===== src/hw/rdv_cfg.svh =====
`ifndef RDV_CFG_SVH
`define RDV_CFG_SVH
// ----------------------------------------
// Register indices (byte address = 4 * index)
// ----------------------------------------
`define RDV_IDX_CONFIG 4'h0
`define RDV_IDX_ON 4'h4
`define RDV_IDX_OFF 4'h5
`define RDV_IDX_LOW 4'h6
`define RDV_IDX_HIGH 4'h7
`define RDV_IDX_LEVEL 4'h8
`define RDV_IDX_CTRL 4'h9
`define RDV_IDX_STATUS 4'ha
// ----------------------------------------
// Field positions
// ----------------------------------------
`define RDV_BIT_SLICER 15
`define RDV_BIT_CONT 5
`define RDV_BIT_SINGLE 6
`define RDV_BIT_RX_EN 0
`define RDV_BIT_POLL_EN 1
// ----------------------------------------
// Reset values
// ----------------------------------------
`define RDV_RST_CONFIG 16'h0000
`define RDV_RST_ON 16'hfebf
`define RDV_RST_OFF 16'hf37f
`define RDV_RST_LOW 12'h000
`define RDV_RST_HIGH 12'h001
`define RDV_RST_LEVEL 6'h3f
// ----------------------------------------
// Timing
// ----------------------------------------
`define RDV_CLK_HZ 25000000
`define RDV_SETTLE_US 2600
`define RDV_SETTLE_CYC ((`RDV_CLK_HZ / 1000) * `RDV_SETTLE_US / 1000)
`define RDV_PERIODS 3
`endif


===== src/hw/rdv_pkg.sv =====
package rdv_pkg;
  typedef enum logic [1:0] {
    RDV_IDLE,
    RDV_ON,
    RDV_OFF
  } rdv_poll_t;
  typedef enum logic [1:0] {
    RDV_WAIT_RISE,
    RDV_HIGH,
    RDV_LOW
  } rdv_meas_t;
endpackage


===== src/hw/rdv_core.sv =====
// Register access over Avalon-MM was chosen for this implementation.
`timescale 1ns/1ns
`include "rdv_cfg.svh"
// Operation
// - Config bit 15 picks integrator or peaks
// - Peak detectors stay active whichever slicer is chosen
// - Peaks enabled only once receive path active
// - Peaks off: positive low, negative high
// - Valid needs rate window and strength
// - Continuous and single-shot modes, bits 5,6; code reads only bit 6, bit 5 has no effect
// - Detection enabled 2.6 ms after receive on
// - Window-complete edge latches strength compare
// - Ready again after three data periods
// - Window counter measures data high time
// - Accept one or two high times
// - Decision spans three full data periods
// - Window counter runs at quarter clock
// - Rate limits 12 bits at 6 and 7
// - Limits reset zero and one, window live
// - Strength limit 6 bits at 8
// - Strength limit resets all ones, disabled
// - Poll durations 16 bits, on resets 65215
// - Valid during on period fires wake pulse
module rdv_core (
  input wire logic clk,
  input wire logic sys_rst,
  input wire logic [5:0] avs_address,
  input wire logic avs_read,
  input wire logic avs_write,
  input wire logic [31:0] avs_writedata,
  input wire logic [3:0] avs_byteenable,
  output logic [31:0] avs_readdata,
  output logic avs_waitrequest,
  input wire logic sliced_data,
  input wire logic rc_tick,
  input wire logic rx_path_ready,
  input wire logic [5:0] strength_level,
  output logic lowpass_integrator_choice,
  output logic peak_enable,
  output logic peak_pos_force_low,
  output logic peak_neg_force_high,
  output logic receive_on,
  output logic data_valid,
  output logic wake_pulse_output
);
  localparam int SETTLE_CYC = `RDV_SETTLE_CYC;

  // ----------------------------------------
  // Register file
  // ----------------------------------------
  logic [15:0] general_config;
  logic [15:0] poll_on_duration;
  logic [15:0] poll_off_duration;
  logic [11:0] rate_window_low_limit;
  logic [11:0] rate_window_high_limit;
  logic [5:0] signal_level_limit;
  logic [1:0] control;
  logic done;
  logic det_enable;
  logic valid_event;
  rdv_pkg::rdv_poll_t poll_state;

  // Every access answers on its second cycle
  logic next_done;
  assign next_done = (avs_read | avs_write) & ~done;
  always_ff @(posedge clk or posedge sys_rst) begin
    if (sys_rst) begin
      done <= 1'b0;
    end else begin
      done <= next_done;
    end
  end

  // Registered copy keeps the bus output free of glitches
  always_ff @(posedge clk or posedge sys_rst) begin
    if (sys_rst) begin
      avs_waitrequest <= 1'b1;
    end else begin
      avs_waitrequest <= ~next_done;
    end
  end

  wire wr_go = avs_write & done & avs_address[1:0] == 2'b00;
  wire [3:0] idx = avs_address[5:2];
  wire [15:0] wd = {avs_byteenable[1] ? avs_writedata[15:8] : 8'h00,
                    avs_byteenable[0] ? avs_writedata[7:0] : 8'h00};
  wire [1:0] be = avs_byteenable[1:0];

  function automatic logic [15:0] merge(input logic [15:0] old, input logic [15:0] nw,
                                        input logic [1:0] b);
    merge = {b[1] ? nw[15:8] : old[15:8], b[0] ? nw[7:0] : old[7:0]};
  endfunction

  // Merged images, cut to each register's width below
  wire [15:0] merged_low = merge({4'h0, rate_window_low_limit}, wd, be);
  wire [15:0] merged_high = merge({4'h0, rate_window_high_limit}, wd, be);
  wire [15:0] merged_level = merge({10'h000, signal_level_limit}, wd, be);
  wire [15:0] merged_ctrl = merge({14'h0000, control}, wd, be);

  always_ff @(posedge clk or posedge sys_rst) begin
    if (sys_rst) begin
      general_config <= `RDV_RST_CONFIG;
      poll_on_duration <= `RDV_RST_ON;
      poll_off_duration <= `RDV_RST_OFF;
      rate_window_low_limit <= `RDV_RST_LOW;
      rate_window_high_limit <= `RDV_RST_HIGH;
      signal_level_limit <= `RDV_RST_LEVEL;
      control <= 2'h0;
    end else if (wr_go) begin
      unique case (idx)
        `RDV_IDX_CONFIG: general_config <= merge(general_config, wd, be);
        `RDV_IDX_ON: poll_on_duration <= merge(poll_on_duration, wd, be);
        `RDV_IDX_OFF: poll_off_duration <= merge(poll_off_duration, wd, be);
        `RDV_IDX_LOW: rate_window_low_limit <= merged_low[11:0];
        `RDV_IDX_HIGH: rate_window_high_limit <= merged_high[11:0];
        `RDV_IDX_LEVEL: signal_level_limit <= merged_level[5:0];
        `RDV_IDX_CTRL: control <= merged_ctrl[1:0];
        default: ;
      endcase
    end
  end

  logic [31:0] next_rdata;
  always_comb begin
    next_rdata = 32'h0000_0000;
    unique case (idx)
      `RDV_IDX_CONFIG: next_rdata = {16'h0000, general_config};
      `RDV_IDX_ON: next_rdata = {16'h0000, poll_on_duration};
      `RDV_IDX_OFF: next_rdata = {16'h0000, poll_off_duration};
      `RDV_IDX_LOW: next_rdata = {20'h00000, rate_window_low_limit};
      `RDV_IDX_HIGH: next_rdata = {20'h00000, rate_window_high_limit};
      `RDV_IDX_LEVEL: next_rdata = {26'h0000000, signal_level_limit};
      `RDV_IDX_CTRL: next_rdata = {30'h00000000, control};
      `RDV_IDX_STATUS: next_rdata = {26'h0000000, poll_state == rdv_pkg::RDV_OFF,
                                     poll_state == rdv_pkg::RDV_ON, peak_enable,
                                     det_enable, receive_on, data_valid};
      default: next_rdata = 32'h0000_0000;
    endcase
  end

  always_ff @(posedge clk or posedge sys_rst) begin
    if (sys_rst) begin
      avs_readdata <= 32'h0000_0000;
    end else if (avs_read & ~done) begin
      avs_readdata <= avs_address[1:0] == 2'b00 ? next_rdata : 32'h0000_0000;
    end
  end

  // ----------------------------------------
  // Pin synchronisers (three stages, 2nd/3rd agree)
  // ----------------------------------------
  logic [2:0] s_data;
  logic [2:0] s_tick;
  logic [2:0] s_path;
  logic data_f;
  logic tick_f;
  logic tick_prev;
  logic path_f;
  always_ff @(posedge clk or posedge sys_rst) begin
    if (sys_rst) begin
      s_data <= 3'h0;
      s_tick <= 3'h0;
      s_path <= 3'h0;
      data_f <= 1'b0;
      tick_f <= 1'b0;
      tick_prev <= 1'b0;
      path_f <= 1'b0;
    end else begin
      s_data <= {s_data[1:0], sliced_data};
      s_tick <= {s_tick[1:0], rc_tick};
      s_path <= {s_path[1:0], rx_path_ready};
      if (s_data[1] == s_data[2]) data_f <= s_data[2];
      if (s_tick[1] == s_tick[2]) tick_f <= s_tick[2];
      if (s_path[1] == s_path[2]) path_f <= s_path[2];
      tick_prev <= tick_f;
    end
  end
  wire rc_step = tick_f & ~tick_prev;

  // ----------------------------------------
  // Self-polling sequencer
  // ----------------------------------------
  // Counts up to all ones, so a larger value gives a shorter period
  logic [15:0] poll_cnt;
  always_ff @(posedge clk or posedge sys_rst) begin
    if (sys_rst) begin
      poll_state <= rdv_pkg::RDV_IDLE;
      poll_cnt <= 16'h0000;
    end else if (!control[`RDV_BIT_POLL_EN]) begin
      poll_state <= rdv_pkg::RDV_IDLE;
      poll_cnt <= poll_on_duration;
    end else begin
      unique case (poll_state)
        rdv_pkg::RDV_IDLE: begin
          poll_state <= rdv_pkg::RDV_ON;
          poll_cnt <= poll_on_duration;
        end
        rdv_pkg::RDV_ON: if (rc_step) begin
          if (poll_cnt == 16'hffff) begin
            poll_state <= rdv_pkg::RDV_OFF;
            poll_cnt <= poll_off_duration;
          end else begin
            poll_cnt <= poll_cnt + 16'h0001;
          end
        end
        rdv_pkg::RDV_OFF: if (rc_step) begin
          if (poll_cnt == 16'hffff) begin
            poll_state <= rdv_pkg::RDV_ON;
            poll_cnt <= poll_on_duration;
          end else begin
            poll_cnt <= poll_cnt + 16'h0001;
          end
        end
        default: poll_state <= rdv_pkg::RDV_IDLE;
      endcase
    end
  end

  wire rx_active = control[`RDV_BIT_RX_EN] | (poll_state == rdv_pkg::RDV_ON);

  // Settle timer gates detection after receive starts
  logic [16:0] settle_cnt;
  always_ff @(posedge clk or posedge sys_rst) begin
    if (sys_rst) begin
      settle_cnt <= 17'h00000;
      det_enable <= 1'b0;
    end else if (!rx_active) begin
      settle_cnt <= 17'h00000;
      det_enable <= 1'b0;
    end else if (settle_cnt == 17'(SETTLE_CYC - 1)) begin
      det_enable <= 1'b1;
    end else begin
      settle_cnt <= settle_cnt + 17'h00001;
    end
  end

  // ----------------------------------------
  // Power sequencer outputs
  // ----------------------------------------
  always_ff @(posedge clk or posedge sys_rst) begin
    if (sys_rst) begin
      receive_on <= 1'b0;
    end else begin
      receive_on <= rx_active;
    end
  end

  // Peaks wait for the whole path, avoiding a bogus threshold
  logic peaks_allowed;
  assign peaks_allowed = rx_active & path_f;
  always_ff @(posedge clk or posedge sys_rst) begin
    if (sys_rst) begin
      peak_enable <= 1'b0;
      peak_pos_force_low <= 1'b1;
      peak_neg_force_high <= 1'b1;
    end else begin
      peak_enable <= peaks_allowed;
      peak_pos_force_low <= ~peaks_allowed;
      peak_neg_force_high <= ~peaks_allowed;
    end
  end

  // Selection only steers the slicer; peaks run regardless
  always_ff @(posedge clk or posedge sys_rst) begin
    if (sys_rst) begin
      lowpass_integrator_choice <= 1'b1;
    end else begin
      lowpass_integrator_choice <= ~general_config[`RDV_BIT_SLICER];
    end
  end

  // ----------------------------------------
  // Window counter and decision
  // ----------------------------------------
  logic [1:0] div4;
  logic [11:0] win_cnt;
  logic data_prev;
  logic [1:0] good_periods;
  logic [1:0] span;
  logic single_done;
  logic win_done;
  logic win_done_prev;
  logic strength_ok;
  logic rate_ok;
  rdv_pkg::rdv_meas_t meas;
  wire quarter = div4 == 2'h3;
  wire in_lim1 = win_cnt >= rate_window_low_limit && win_cnt <= rate_window_high_limit;
  wire [12:0] twice_lo = {rate_window_low_limit, 1'b0};
  wire [12:0] twice_hi = {rate_window_high_limit, 1'b0};
  wire in_lim2 = {1'b0, win_cnt} >= twice_lo && {1'b0, win_cnt} <= twice_hi;
  wire window_live = rate_window_high_limit > rate_window_low_limit;
  wire single_mode = general_config[`RDV_BIT_SINGLE];
  wire run = det_enable & window_live & ~(single_mode & single_done);

  always_ff @(posedge clk or posedge sys_rst) begin
    if (sys_rst) begin
      div4 <= 2'h0;
      win_cnt <= 12'h000;
      data_prev <= 1'b0;
      good_periods <= 2'h0;
      span <= 2'h0;
      win_done <= 1'b0;
      rate_ok <= 1'b0;
      meas <= rdv_pkg::RDV_WAIT_RISE;
    end else begin
      data_prev <= data_f;
      div4 <= div4 + 2'h1;
      win_done <= 1'b0;
      if (!run) begin
        meas <= rdv_pkg::RDV_WAIT_RISE;
        good_periods <= 2'h0;
        span <= 2'h0;
        win_cnt <= 12'h000;
      end else begin
        unique case (meas)
          rdv_pkg::RDV_WAIT_RISE: if (data_f & ~data_prev) begin
            meas <= rdv_pkg::RDV_HIGH;
            win_cnt <= 12'h000;
          end
          rdv_pkg::RDV_HIGH: begin
            if (quarter && win_cnt != 12'hfff) win_cnt <= win_cnt + 12'h001;
            if (~data_f) meas <= rdv_pkg::RDV_LOW;
          end
          rdv_pkg::RDV_LOW: if (data_f) begin
            // One period done; three make a decision
            meas <= rdv_pkg::RDV_HIGH;
            win_cnt <= 12'h000;
            if (span == 2'(`RDV_PERIODS - 1)) begin
              win_done <= 1'b1;
              rate_ok <= (good_periods + 2'((in_lim1 | in_lim2) ? 1 : 0))
                         == 2'(`RDV_PERIODS);
              span <= 2'h0;
              good_periods <= 2'h0;
            end else begin
              span <= span + 2'h1;
              good_periods <= good_periods + 2'((in_lim1 | in_lim2) ? 1 : 0);
            end
          end
          default: meas <= rdv_pkg::RDV_WAIT_RISE;
        endcase
      end
    end
  end

  // ----------------------------------------
  // Decision flag and wake pulse
  // ----------------------------------------
  always_ff @(posedge clk or posedge sys_rst) begin
    if (sys_rst) begin
      win_done_prev <= 1'b0;
      strength_ok <= 1'b0;
      data_valid <= 1'b0;
      single_done <= 1'b0;
      valid_event <= 1'b0;
      wake_pulse_output <= 1'b0;
    end else begin
      win_done_prev <= win_done;
      valid_event <= 1'b0;
      if (!det_enable) begin
        single_done <= 1'b0;
        data_valid <= 1'b0;
      end
      if (win_done & ~win_done_prev) begin
        // All-ones limit means strength is never met
        strength_ok <= signal_level_limit != 6'h3f
                       && strength_level >= signal_level_limit;
      end
      if (win_done_prev) begin
        data_valid <= rate_ok & strength_ok;
        valid_event <= rate_ok & strength_ok;
        single_done <= single_mode;
      end
      wake_pulse_output <= valid_event & (poll_state == rdv_pkg::RDV_ON);
    end
  end
endmodule


===== config.mk =====
export PLATFORM = sky130hd
export DESIGN_NAME = rdv_core
export DESIGN_NICKNAME = d
export VERILOG_FILES = /design/src/hw/rdv_pkg.sv /design/src/hw/rdv_core.sv
export VERILOG_INCLUDE_DIRS = /design/src /design/src/hw
export SDC_FILE = /design/constraint.sdc
export NUM_CORES = 1
export LEC_CHECK = 0
export BUFFER_PORTS_ARGS = -buffer_cell sky130_fd_sc_hd__buf_4
export CAP_MARGIN = 30
export CORE_ASPECT_RATIO = 2
export CORE_MARGIN = 1
export CORE_UTILIZATION = 60
export CTS_CLUSTER_DIAMETER = 30
export CTS_CLUSTER_SIZE = 24
export DETAILED_ROUTE_END_ITERATION = 8
export PLACE_DENSITY = 0.82
export SYNTH_ARGS = -nofsm -noshare
export SYNTH_HDL_FRONTEND = slang
export SYNTH_SLANG_ARGS = --single-unit

===== constraint.sdc =====
create_clock -name clk -period 16.3 [get_ports clk]
set_input_delay 1.63 -clock clk [delete_from_list [all_inputs] [get_ports clk]]
set_output_delay 1.63 -clock clk [all_outputs]
set_load 0.05 [all_outputs]

==> results by group <==
Place
  • Gpl congestion: slightly above 0.9
  • Placed cell count: ~1300
  • I/O Buffers: 60
  • DP HPWL: 18300 µm

Synthesis
  • Synthesized flop and latch total: 180
  • Main synth FF type: dfrtp_1
  • Post-Syn Area: 10200 µm²
  • Avg Inst Size Synth: ~10 µm²
  • Post-synthesis sequential area ratio: ~44%
  • Cell variety after synth: 67
  • Post-Syn Instances: just over 1000
  • Post-synth ARST share: 100%
  • YS warnings: 0
  • Post-synth EDFFs: 0

Power and ir drop
  • Static leakage: just over 5 nW
  • Post-layout power: roughly 1 mW
  • Share of total power in combinational logic: roughly 11%
  • Switch share: between 20% and 30%
  • Clock share of power: 41.1%
  • Sequential share of power: 47.9%
  • Peak supply drop: a little over 0.08 mV
  • Power Dens Cells: between 80 and 90 nW/µm²
  • Psw: 278 µW
  • Total internal power: 725 µW

Setup path
  • Critical path peak fanout: 22
  • Critical path start-end classification: flip-flop to flip-flop
  • Type of origin of the critical path: flip-flop
  • Reg2reg path depth: 8
  • Crit path capture type: flip-flop
  • Critical path arrival: a little under 4 ns
  • WP data required: 16.68 ns

Clocking
  • Clock transition at path regs: around 0.07 ns
  • Clock root buffer: clkbuf_16
  • CTS tree: built
  • CTS resizes: 0
  • CTS max path bufs: 2
  • Clk sinks: 180
  • CTS Hold Bufs: 0
  • Clk_lat worst skew: 0.44 ns
  • H-tree levels: 4
  • # Post-CTS Setup Buffers: 0
  • CTS Buf Count: 17

Timing
  • Tmin final: around 3.5 ns
  • Worst-margin pin slew: just under 0.9 ns
  • Max Transition Viols Final: 0
  • Final setup vio count: 0
  • Hold Vio Cnt, Final: 0
  • Max Clk Rate: between 200 and 300 MHz
  • RSZ-0062 raised after global routing: no
  • Post-Route Skew: ~0.010 ns
  • Final setup TNS: 0 ns
  • Final Cycle Share: a little over a fifth
  • Max-slew headroom at the worst pin: between 40% and 50%

Global route
  • First-pass GRT wire length: slightly below 40000 µm
  • Pin count of the biggest net entering global routing: 110
  • Total track usage: ~29%
  • GRT overflow: 0
  • Initial antenna violation count: 0
  • Vias in the first global route: between 8000 and 9000

Floorplanning
  • Die Y: roughly 190 µm
  • Chip width: 94.4 µm
  • Ports placed on the boundary: 95
  • Rows: 67
  • DIE AREA: ~18000 µm²
  • Initial cell density of the core: about three fifths
  • Core area: ~17000 µm²

Detailed routing
  • Vias per Instance: between 6 and 7
  • Post-DR wirelength/cell: 19.1 µm
  • Post-DRT Antenna Nets: 0
  • DRT Pass-1 Iters: 5
  • Drt total wl: approximately 25000 µm
  • Vias: 8073
  • DRC: 0
  • Drt first-iter violations: 379

Layout
  • Area delta synth->final: 11.1%
  • Non-Filler Instances: 1285
  • Antenna cells: 0
  • Share of layout cells above drive strength 1: between 20% and 30%
  • Final Net Count: approximately 1200
  • Core Util, Final: 67.9%

Hold path
  • Worst hold-check path type: flip-flop to flip-flop
  • Hold path depth: 0

Flow run
  • Max-Cap Viols: 0

Status
  • Status: completed
worst paths after layout:
check,from,to,slack (ns)
setup / recovery,poll_state[0],poll_cnt[14],12.82
hold / removal,s_path[0],s_path[1],0.35
setup reg to reg,poll_state[0],poll_cnt[14],12.82
hold reg to reg,s_path[0],s_path[1],0.35
max in group asynchronous,sys_rst,done,13.65
min in group asynchronous,sys_rst,s_path[2],1.06
registers in the layout, summed over array words and instances, names as in the netlist, 2 cells and up:
| name | flops |
|---|---|
| settle_cnt | 17 |
| avs_readdata | 16 |
| general_config | 16 |
| poll_cnt | 16 |
| poll_off_duration | 16 |
| poll_on_duration | 16 |
| rate_window_high_limit | 12 |
| rate_window_low_limit | 12 |
| win_cnt | 12 |
| signal_level_limit | 6 |
| s_data | 3 |
| s_path | 3 |
| s_tick | 3 |
| control | 2 |
| div4 | 2 |
| good_periods | 2 |
| meas | 2 |
| poll_state | 2 |
| span | 2 |
metrics by stage:
| stage | cell area, µm² | setup slack, ns | hold WS [ns] |
|---|---|---|---|
| 2_1_floorplan | 10300 | 9.84 | 0.331 |
| 3_3_place_gp | 10800 | 12.54 | 0.332 |
| 3_5_place_dp | 10800 | 12.51 | 0.335 |
| 4_1_cts | 11400 | 12.86 | 0.351 |
| 5_1_grt | 11400 | 12.72 | 0.363 |
| 6_report | 11400 | 12.82 | 0.351 |
layout by cell type (no fill, tap or decap), types with 11 or more instances in the layout:
master     synthesis  layout
mux2_2            84      84
and3_1            11      11
xor2_1            14      14
a22oi_1           15      15
conb_1             1      16
dfstp_2           37      37
inv_1             49      48
a21o_1            16      16
nor2b_1           13      13
dfrtp_1          143     143
nor2_1            73      73
mux2i_1           21      21
ha_1              73      73
nor3_1            22      22
nand4_1           17      17
o21ai_0           73      73
clkbuf_16          0      17
nand2_1           82      82
a21oi_1           51      51
nand3_1           40      40
o21ai_1           11      11
buf_4             18      65
power groups by stage:
| stage | clock network, mW | registers, mW | logic [mW] |
|---|---|---|---|
| floorplan | 0 | 0.487 | 0.0760 |
| global placement | 0 | 0.487 | 0.107 |
| detailed placement | 0 | 0.488 | 0.109 |
| CTS | 0.416 | 0.480 | 0.110 |
| global route | 0.432 | 0.482 | 0.121 |
| finish | 0.412 | 0.480 | 0.111 |
Yosys cell counts (all sizes together), types with 6 or more instances:
cell type | instances | area (µm²)
dfrtp | 143 | 3580
o21ai | 85 | 429
mux2 | 84 | 946
nand2 | 82 | 308
ha | 73 | 913
nor2 | 73 | 274
a21oi | 51 | 255
inv | 49 | 184
nand3 | 40 | 200
dfstp | 37 | 972
clkbuf | 27 | 101
buf | 26 | 186
nor3 | 22 | 110
mux2i | 21 | 210
nand4 | 18 | 128
a21o | 16 | 120
a22oi | 15 | 113
nor2b | 14 | 95.1
xor2 | 14 | 123
and3 | 11 | 68.8
nand2b | 10 | 62.6
xnor2 | 8 | 70.1
a221o | 6 | 60.1
a222oi | 6 | 60.1
and4 | 6 | 52.6
critical path: stages (launching register included):
cell and delay [ns]:
dfrtp_1 0.40, inv_1 0.08, ha_1 0.49, nor2_1 0.64, nor2_1 0.17, o21ai_2 0.64
nand2_1 0.44, a2111o_1 0.49, nand3_1 0.07
cells by family after synthesis:
family	after synthesis	share of synthesized area (%)
buffers and inverters	102	4.61
flip-flops	180	44.4
other	1	0.0366
adder cells (fa/ha/maj)	76	9.21
multiplexers	105	11.3
AND/OR/NAND/NOR	305	14.7
AO/OA/AOI/OAI	227	13.9
XOR/XNOR	22	1.88
cell type report:
| type | instances | area [µm²] |
|---|---|---|
| fillers | 1296 | 5380 |
| multi-input cells | 751 | 5280 |
| flip-flops and latches | 180 | 4550 |
| repair buffers | 66 | 515 |
| clock buffers | 17 | 425 |
| well taps | 207 | 259 |
| inverters | 49 | 189 |
| clock inverters | 15 | 166 |
metal layers:
layer	wire [µm]	track usage [%]
met4	1630	19.7
met1	8210	28.1
met3	870	4.85
met5	0	0
met2	13800	53.8
(Power assumes the default switching activity.)
